<file path="src/inc/dmpp_pkg.sv">
package dmpp_pkg;

  // ******************************************************
  // page identity
  // ******************************************************
  localparam logic [5:0] PAGE_VENDOR_CODE   = 6'h00;
  localparam logic [5:0] PAGE_RECOVERY_CODE = 6'h01;
  localparam logic [7:0] PAGE_VENDOR_LEN    = 8'h0e;
  localparam logic [7:0] PAGE_RECOVERY_LEN  = 8'h0a;
  localparam logic       PAGE_SAVABLE       = 1'h1;
  localparam int         VENDOR_BYTES       = 16;
  localparam int         RECOVERY_BYTES     = 12;

  // ******************************************************
  // byte offsets inside the pages
  // ******************************************************
  localparam logic [3:0] OFS_RECOVERY_FLAGS     = 4'h2;
  localparam logic [3:0] OFS_READ_RETRY_LIMIT   = 4'h3;
  localparam logic [3:0] OFS_REPORT_AGING_FLAGS = 4'h5;
  localparam logic [3:0] OFS_DEADLINE_HIGH      = 4'h6;
  localparam logic [3:0] OFS_DEADLINE_LOW       = 4'h7;
  localparam logic [3:0] OFS_WRITE_RETRY_LIMIT  = 4'h8;
  localparam logic [3:0] OFS_THERMAL_LEVEL      = 4'h9;
  localparam logic [3:0] OFS_AGE_LIMIT_HIGH     = 4'ha;
  localparam logic [3:0] OFS_RECOVERY_TIME_CAP  = 4'ha;
  localparam logic [3:0] OFS_AGE_LIMIT_LOW      = 4'hb;
  localparam logic [3:0] OFS_INJECT_REPORT      = 4'hc;
  localparam logic [3:0] OFS_FORMAT_OPTIONS     = 4'hf;

  // ******************************************************
  // field positions
  // ******************************************************
  localparam int BIT_FORMAT_DEGRADED_QUIET = 4;
  localparam int BIT_QUEUE_AGE_ENABLE      = 1;
  localparam int BIT_PSEUDO_ERROR_ACTIVE   = 7;
  localparam int BIT_FORMAT_VERIFY_STEP    = 5;
  localparam int BIT_RECOVERED_ERROR_POST  = 2;
  localparam int BIT_EARLY_RECOVERY_FLAG   = 3;
  localparam int REPORT_LEVEL_MSB          = 4;

  // ******************************************************
  // reset values
  // ******************************************************
  localparam logic [7:0] RST_REPORT_AGING_FLAGS = 8'h02;
  localparam logic [7:0] RST_AGE_LIMIT_LOW      = 8'h30;
  localparam logic [7:0] RST_INJECT_REPORT      = 8'h16;
  localparam logic [7:0] RST_IGNORED            = 8'h00;

  // ******************************************************
  // limits and timing
  // ******************************************************
  localparam logic [4:0] REPORT_LEVEL_MIN     = 5'h03;
  localparam logic [4:0] REPORT_LEVEL_MAX     = 5'h17;
  localparam logic [7:0] THERMAL_DEFAULT_C    = 8'h46;
  localparam int         TICK_MS              = 50;
  localparam int         CLK_MHZ              = 200;
  localparam int         TICK_CYCLES          = TICK_MS * 1000 * CLK_MHZ;

  // ******************************************************
  // mode select sequencer
  // ******************************************************
  typedef enum logic [2:0] {
    DMPP_SEL_IDLE = 3'b001,
    DMPP_SEL_LOAD = 3'b010,
    DMPP_SEL_FAIL = 3'b100
  } dmpp_sel_e;

endpackage

</file>
<file path="src/verilog/dmpp_mode_pages.sv">
// Behaviour
// - tur degraded sense hidden when quiet bit set
// - media commands always report degraded format
// - aged queue forces first come first served
// - age enable clear keeps normal reordering
// - age limit sixteen bits, 50 ms units
// - deadline expiry aborts running command
// - deadline twelve bits, zero disables it
// - deadline independent of aging and recovery
// - thermal warning threshold, zero means seventy
// - injection status bit is read only
// - format command selects pseudo error injection
// - recovered error only above threshold 3..23
// - post bit gates recovered error reports
// - format verify step runs certification
// - ignored fields accepted, reset to zero
// - reallocation always on for reads, writes
// - read recovery always, retry fields ignored
// - recovery parameters apply to media commands
// - page length mismatch fails mode select
module dmpp_mode_pages
  import dmpp_pkg::*;
#(
  parameter int TICK_COUNT = TICK_CYCLES
) (
  input  wire logic       core_clk,
  input  wire logic       resetn,
  input  wire logic       sel_start,
  input  wire logic       sel_we,
  input  wire logic       sel_page,
  input  wire logic [3:0] sel_idx,
  input  wire logic [7:0] sel_wdata,
  input  wire logic       sel_end,
  output logic            sel_done,
  output logic            sel_check,
  input  wire logic       sense_re,
  input  wire logic       sense_page,
  input  wire logic [3:0] sense_idx,
  output logic [7:0]      sense_rdata,
  output logic            sense_valid,
  input  wire logic       cmd_start,
  input  wire logic       cmd_done,
  output logic            cmd_abort,
  input  wire logic       queue_busy,
  input  wire logic       queue_oldest_issued,
  output logic            queue_fifo_order,
  input  wire logic [7:0] thermal_c,
  output logic            thermal_warn,
  input  wire logic       format_degraded,
  input  wire logic       cmd_is_tur,
  input  wire logic       cmd_is_media,
  output logic            degraded_report,
  input  wire logic       bit_err_valid,
  input  wire logic [4:0] bit_err_count,
  output logic            recovered_report,
  input  wire logic       format_start,
  input  wire logic       pseudo_error_select,
  output logic            format_certify,
  output logic            pseudo_error_inject,
  output logic            read_realloc_on,
  output logic            write_realloc_on,
  output logic            read_recovery_on
);

  // ******************************************************
  // state
  // ******************************************************
  typedef struct packed {
    dmpp_sel_e                          sel;
    logic                               sel_page;
    logic                               done;
    logic                               check;
    logic [VENDOR_BYTES-1:0][7:0]       vend;
    logic [RECOVERY_BYTES-1:0][7:0]     recv;
    logic [7:0]                         rdata;
    logic                               rvalid;
    logic [31:0]                        tick_cnt;
    logic                               tick;
    logic                               cmd_busy;
    logic [11:0]                        cmd_age;
    logic                               abort;
    logic [15:0]                        q_age;
    logic                               thermal;
    logic                               degraded;
    logic                               recovered;
    logic                               inject;
  } dmpp_state_s;

  dmpp_state_s s_q;
  dmpp_state_s s_d;

  // ******************************************************
  // decode helpers
  // ******************************************************
  function automatic logic [7:0] page_len(input logic page);
    page_len = page ? PAGE_RECOVERY_LEN : PAGE_VENDOR_LEN;
  endfunction

  function automatic logic idx_in_page(input logic page, input logic [3:0] idx);
    idx_in_page = page ? (32'(idx) < RECOVERY_BYTES) : 1'b1;
  endfunction

  function automatic logic [7:0] page_head(input logic page);
    page_head = {PAGE_SAVABLE, 1'b0, page ? PAGE_RECOVERY_CODE : PAGE_VENDOR_CODE};
  endfunction

  logic [11:0] deadline;
  logic [15:0] age_limit;
  logic [7:0]  thermal_level;
  logic [4:0]  report_level;
  logic        quiet;
  logic        age_en;
  logic        post;
  logic        value_bad;

  always_comb begin
    deadline      = {s_q.vend[OFS_DEADLINE_HIGH][3:0], s_q.vend[OFS_DEADLINE_LOW]};
    age_limit     = {s_q.vend[OFS_AGE_LIMIT_HIGH], s_q.vend[OFS_AGE_LIMIT_LOW]};
    thermal_level = (s_q.vend[OFS_THERMAL_LEVEL] == 8'h00) ? THERMAL_DEFAULT_C
                                                           : s_q.vend[OFS_THERMAL_LEVEL];
    report_level  = s_q.vend[OFS_INJECT_REPORT][REPORT_LEVEL_MSB:0];
    quiet         = s_q.vend[OFS_REPORT_AGING_FLAGS][BIT_FORMAT_DEGRADED_QUIET];
    age_en        = s_q.vend[OFS_REPORT_AGING_FLAGS][BIT_QUEUE_AGE_ENABLE];
    post          = s_q.recv[OFS_RECOVERY_FLAGS][BIT_RECOVERED_ERROR_POST];
    // threshold bytes outside 3..23 are refused
    value_bad     = !s_q.sel_page && sel_idx == OFS_INJECT_REPORT &&
                    (sel_wdata[REPORT_LEVEL_MSB:0] < REPORT_LEVEL_MIN ||
                     sel_wdata[REPORT_LEVEL_MSB:0] > REPORT_LEVEL_MAX);
  end

  // ******************************************************
  // next state
  // ******************************************************
  always_comb begin
    s_d        = s_q;
    s_d.done   = 1'b0;
    s_d.rvalid = 1'b0;
    s_d.abort  = 1'b0;
    s_d.recovered = 1'b0;

    // mode select byte stream
    unique case (s_q.sel)
      DMPP_SEL_IDLE: begin
        if (sel_start) begin
          s_d.sel      = DMPP_SEL_LOAD;
          s_d.sel_page = sel_page;
          s_d.check    = 1'b0;
        end
      end
      DMPP_SEL_LOAD: begin
        if (sel_end) begin
          s_d.sel   = DMPP_SEL_IDLE;
          s_d.done  = 1'b1;
        end else if (sel_we && sel_idx == 4'h1) begin
          if (sel_wdata != page_len(s_q.sel_page)) begin
            s_d.sel = DMPP_SEL_FAIL;
          end
        end else if (sel_we && sel_idx > 4'h1 && value_bad) begin
          s_d.sel = DMPP_SEL_FAIL;
        end else if (sel_we && sel_idx > 4'h1 && idx_in_page(s_q.sel_page, sel_idx)) begin
          // bytes are stored as written, ignored fields too, except the pseudo error status bit and the early recovery flag
          if (s_q.sel_page) begin
            s_d.recv[sel_idx] = sel_wdata;
            s_d.recv[OFS_RECOVERY_FLAGS][BIT_EARLY_RECOVERY_FLAG] =
              (sel_idx == OFS_RECOVERY_FLAGS) ? 1'b0 : s_q.recv[OFS_RECOVERY_FLAGS][BIT_EARLY_RECOVERY_FLAG];
          end else if (sel_idx == OFS_INJECT_REPORT) begin
            s_d.vend[sel_idx] = {s_q.vend[sel_idx][BIT_PSEUDO_ERROR_ACTIVE],
                                 sel_wdata[BIT_PSEUDO_ERROR_ACTIVE-1:0]};
          end else begin
            s_d.vend[sel_idx] = sel_wdata;
          end
        end
      end
      DMPP_SEL_FAIL: begin
        if (sel_end) begin
          s_d.sel   = DMPP_SEL_IDLE;
          s_d.done  = 1'b1;
          s_d.check = 1'b1;
        end
      end
      default: s_d.sel = DMPP_SEL_IDLE;
    endcase

    // mode sense read
    if (sense_re) begin
      s_d.rvalid = 1'b1;
      if (sense_idx == 4'h0) begin
        s_d.rdata = page_head(sense_page);
      end else if (sense_idx == 4'h1) begin
        s_d.rdata = page_len(sense_page);
      end else if (!idx_in_page(sense_page, sense_idx)) begin
        s_d.rdata = 8'h00;
      end else begin
        s_d.rdata = sense_page ? s_q.recv[sense_idx] : s_q.vend[sense_idx];
      end
    end

    // shared 50 ms tick
    s_d.tick = 1'b0;
    if (s_q.tick_cnt == 32'(TICK_COUNT - 1)) begin
      s_d.tick_cnt = 32'h0;
      s_d.tick     = 1'b1;
    end else begin
      s_d.tick_cnt = s_q.tick_cnt + 32'h1;
    end

    // per command deadline
    if (cmd_start) begin
      s_d.cmd_busy = 1'b1;
      s_d.cmd_age  = 12'h000;
    end else if (cmd_done) begin
      s_d.cmd_busy = 1'b0;
    end else if (s_q.cmd_busy && deadline != 12'h000) begin
      if (s_q.cmd_age >= deadline) begin
        s_d.abort    = 1'b1;
        s_d.cmd_busy = 1'b0;
      end else if (s_q.tick) begin
        s_d.cmd_age = s_q.cmd_age + 12'h001;
      end
    end

    // oldest command age
    if (!queue_busy || queue_oldest_issued) begin
      s_d.q_age = 16'h0000;
    end else if (s_q.tick && s_q.q_age != 16'hffff) begin
      s_d.q_age = s_q.q_age + 16'h0001;
    end

    s_d.thermal  = thermal_c > thermal_level;
    s_d.degraded = format_degraded && (cmd_is_media || (cmd_is_tur && !quiet));
    s_d.recovered = bit_err_valid && cmd_is_media && post && (bit_err_count > report_level);

    if (format_start) begin
      s_d.inject = pseudo_error_select;
      s_d.vend[OFS_INJECT_REPORT][BIT_PSEUDO_ERROR_ACTIVE] = pseudo_error_select;
    end
  end

  // ******************************************************
  // registers
  // ******************************************************
  always_ff @(posedge core_clk or negedge resetn) begin
    if (!resetn) begin
      s_q                         <= '0;
      s_q.sel                     <= DMPP_SEL_IDLE;
      s_q.vend[OFS_REPORT_AGING_FLAGS] <= RST_REPORT_AGING_FLAGS;
      s_q.vend[OFS_AGE_LIMIT_LOW] <= RST_AGE_LIMIT_LOW;
      s_q.vend[OFS_INJECT_REPORT] <= RST_INJECT_REPORT;
    end else begin
      s_q <= s_d;
    end
  end

  // ******************************************************
  // outputs
  // ******************************************************
  assign sel_done            = s_q.done;
  assign sel_check           = s_q.check;
  assign sense_rdata         = s_q.rdata;
  assign sense_valid         = s_q.rvalid;
  assign cmd_abort           = s_q.abort;
  assign queue_fifo_order    = age_en && (s_q.q_age > age_limit);
  assign thermal_warn        = s_q.thermal;
  assign degraded_report     = s_q.degraded;
  assign recovered_report    = s_q.recovered;
  assign format_certify      = s_q.vend[OFS_FORMAT_OPTIONS][BIT_FORMAT_VERIFY_STEP];
  assign pseudo_error_inject = s_q.inject;
  assign read_realloc_on     = 1'b1;
  assign write_realloc_on    = 1'b1;
  assign read_recovery_on    = 1'b1;
endmodule

</file>
<file path="config.mk">
export PLATFORM = sky130hd
export DESIGN_NAME = dmpp_mode_pages
export DESIGN_NICKNAME = d
export VERILOG_FILES = /design/src/inc/dmpp_pkg.sv /design/src/verilog/dmpp_mode_pages.sv
export SDC_FILE = /design/constraint.sdc
export NUM_CORES = 1
export LEC_CHECK = 0
export BUFFER_PORTS_ARGS = -buffer_cell sky130_fd_sc_hd__buf_2
export CAP_MARGIN = 15
export CORE_MARGIN = 5
export CORE_UTILIZATION = 56
export DETAILED_ROUTE_END_ITERATION = 7
export GPL_ROUTABILITY_DRIVEN = 0
export PLACE_DENSITY_LB_ADDON = 0.08
export SLEW_MARGIN = 25
export SYNTH_ARGS = -nofsm -noshare
export SYNTH_HDL_FRONTEND = slang
export SYNTH_SLANG_ARGS = --single-unit
export TNS_END_PERCENT = 5
</file>
<file path="constraint.sdc">
create_clock -name core_clk -period 2.02 [get_ports core_clk]
set_clock_uncertainty 0.1 [all_clocks]
set_input_delay 0.101 -clock core_clk [delete_from_list [all_inputs] [get_ports core_clk]]
set_output_delay 0.101 -clock core_clk [all_outputs]
set_load 0.02 [all_outputs]
</file>
==> qor.yml <==
drtIter0Drc: 624
seqPwrFrac_pct: 45.6
cts.clk_slew.worst_paths_ns: 0.06
antenna_cells: 0
finalInstanceArea_um2: 18300
critPathCaptureType: "primary output"
grt_use_total_pct: 24.9
final_layout_size_suffix_gt1_share_pct: 40.0
core_area_um2: 26000
die_h_um: 172
clkPwrFrac_pct: 43.4
routed_wl_um: 36400
path_class: "reg2out"
multi_input_area_um2: 7090
rr_worst_depth: 10
max_freq_ghz: 0.407
power_frac_comb_pct: 10.9
yosysUniqueCellTypes: 69
hpwl_um: 24600
grt_max_degree: 56
syn_inst: 1240
outcome: "finished, violations left"
dieWidth_um: 172
cp_max_fo: 2
worst_slew_pin_slew_ns: 0.621
drt_first_pass_iters: 7
syn2layout_area_growth_pct: 24.1
async_reset_ff_share_pct: 100
utilization_pct: 70.3
drc_errors: 0
powerDensity_nw_per_um2: 758
max_stage_delay_ns: 0.40
violations: "setup timing"
yosys_register_bits: 295
cts_tree: "built"
ys.flop_type: "dfrtp_1"
grt_pass1_vias: 10524
antenna_found_initial: 0
crit_cells: 8
setup_tns_ns: -2.03
port_buffers: 64
start_util_pct: 56.7
synth_edf_count: 0
nFillCells: 1869
power_mw: 13.9
yosys.area.top_type_share_pct: 48.9
fin_nets: 1528
fin_crit_sh_pct: 122
dpl-instance-area_um2: 16400
grt_pass1_wl_um: 57700
die-area_um2: 29700
p_switching_mw: 3.32
viasPerCell: 5.75
cp-start-kind: "register"
final_max_slew_viol_count: 0
cp.required_ns: 1.82
finalHoldViolations: 0
critPathTopFamily: "compound AO/OA/AOI/OAI gates"
clockBufferDepth: 3
rows: 59
rsz0062_at_grt: "yes"
intPower_mw: 10.5
avgSynthCellArea_um2: 11.9
detail_route.wl_per_cell_um: 20.2
clock_latency_ns: 0.50
ant_nets: 0
synth_area_um2: 14700
htreeDepth: 2
synthTopCellsByArea: "dfrtp_1 49%, mux2_2 12%, mux4_2 6.7%, ha_1 3.7%, nand2_1 2.1%"
slew-limit-headroom_pct: 58.6
grt-ovfl-total: 0
cts_buffers: 34
cts.sinks: 295
setup_violations: 19
slowest_stage: "dfrtp_1"
ys_seq_area_share_pct: 50.2
clockRootBuffer: "clkbuf_16"
arrival_ns: 2.25
min_period_ns: 2.45
hold_depth: 5
max-cap-violations: 0
cp_num_buf_inv: 1
hp-class: "in2reg"
yosys_warnings: 0
yosys.area.top_type: "dfrtp_1"
irDropWorstVdd_mv: 0.742
ios: 68
regArea_um2: 7390
sw_frac_of_total_pct: 23.9
leakage_nw: 8.60
cp_cell_sequence: "ha_4, nor2b_4, o21ai_1, a21oi_1, nor3_1, o311a_1, o21ai_2, buf_6"
dr_total_vias: 10322
worst_slack_ns: -0.435
## what timing repair did
item | CTS | global route
hold buffers | 22 | 0
pin swaps | 13 | 29
endpoints found under the hold margin | 322 | 0
gates resized for setup | 17 | 75
setup endpoints to repair | 39 | 88
setup buffers | 4 | 11
## metrics by stage
step | hold slack [ns] | cells | setup slack [ns]
detailed placement | -0.0353 | 1699 | -0.243
floorplan | -0.295 | 1242 | -0.175
global route | 0.0283 | 1796 | -0.534
finish | 0.00661 | 1796 | -0.435
CTS | 0.000752 | 1785 | -0.402
global placement | -0.0379 | 1699 | -0.262
## cell families (layout without fill, tap and decap cells)
| kind of cell | after synthesis | in the layout | synth area share [%] |
|---|---|---|---|
| AND/OR/NAND/NOR | 321 | 321 | 12.0 |
| XOR/XNOR | 48 | 48 | 2.85 |
| adder cells (fa/ha/maj) | 44 | 44 | 3.74 |
| multiplexers | 218 | 218 | 19.9 |
| AO/OA/AOI/OAI | 165 | 165 | 6.80 |
| flip-flops | 295 | 295 | 50.2 |
| other | 1 | 3 | 0.0255 |
| buffers and inverters | 148 | 367 | 4.48 |
## power by group through the flow
stage | clock network (mW) | registers (mW) | logic [mW]
floorplan | 0 | 6.40 | 0.783
global route | 6.38 | 6.35 | 1.65
global placement | 0 | 6.41 | 1.38
CTS | 6.14 | 6.32 | 1.47
finish | 6.02 | 6.32 | 1.51
detailed placement | 0 | 6.42 | 1.40
## cell usage in the layout (no fill, tap or decap), types with 6 or more instances in the layout
| master | count |
|---|---|
| a31oi_1 | 7 |
| inv_1 | 45 |
| nor3_1 | 9 |
| xnor2_1 | 22 |
| nand4_1 | 17 |
| nand3_1 | 34 |
| nand2_1 | 78 |
| nand2b_1 | 10 |
| mux4_2 | 44 |
| dlygate4sd3_1 | 22 |
| buf_2 | 61 |
| nor2_4 | 7 |
| or4_1 | 7 |
| o21ai_1 | 7 |
| nor2b_1 | 12 |
| buf_6 | 6 |
| and3_1 | 13 |
| mux2_2 | 156 |
| clkbuf_16 | 37 |
| ha_4 | 9 |
| nor3_2 | 9 |
| mux2i_1 | 14 |
| dfrtp_1 | 287 |
| buf_4 | 146 |
| o21ai_0 | 49 |
| a21oi_2 | 11 |
| ha_1 | 32 |
| inv_2 | 6 |
| a211oi_1 | 11 |
| a21oi_1 | 32 |
| xor2_1 | 25 |
| buf_12 | 19 |
| clkbuf_1 | 12 |
| nor2_1 | 60 |
| dfstp_2 | 7 |
| or3_1 | 10 |
## path summary, 6_finish.rpt
check                        startpoint          endpoint  slack [ns]
min                        thermal_c[6]      thermal_warn       0.007
max                              s_q[5]  queue_fifo_order       -0.43
max reg2reg                    s_q[251]      thermal_warn       -0.27
max in group asynchronous        resetn            age_en        1.04
min reg2reg                     s_q[85]           s_q[85]        0.27
min in group asynchronous        resetn          s_q[143]        0.03
## per-layer routing
layer | global-route usage [%] | vias up | part of all wire, %
li1 | - | 4826 | -
met1 | 34.0 | 5193 | 43
met2 | 42.1 | 242 | 50
met3 | 3.29 | 61 | 4.5
met4 | 7.31 | 0 | 2.5
met5 | 0 | - | 0
## final cells by class
| type | instances | area share [%] |
|---|---|---|
| sequential | 295 | 40.4 |
| inverter | 52 | 1.07 |
| multi-input combinational | 799 | 38.8 |
| clock inverter | 6 | 0.335 |
| clock buffer | 54 | 5.69 |
| tap | 335 | 2.29 |
| timing repair buffer | 255 | 11.4 |
## cell usage after synthesis, types with 17 or more instances
cell	instances
clkbuf_1	56
nor2_1	64
nand2_1	81
ha_1	44
xnor2_1	23
xor2_1	25
o21ai_0	58
nand3_1	37
mux4_2	44
mux2_2	157
a21oi_1	43
inv_1	51
nand4_1	17
dfrtp_1	288
buf_4	18
buf_2	18
## worst min-delay path: stages
cell and delay [ns]:
buf_2 0.08, ha_1 0.13, a21o_1 0.09, a21oi_2 0.06, a21oi_2 0.10
## registers in the layout, indices dropped and copies added (netlist names), 5 cells and up
name / flops
age_limit: 16
report_level: 5
s_q: 242
sense_rdata: 8
deadline: 12
Note: power is estimated with default switching activity, not from simulation.
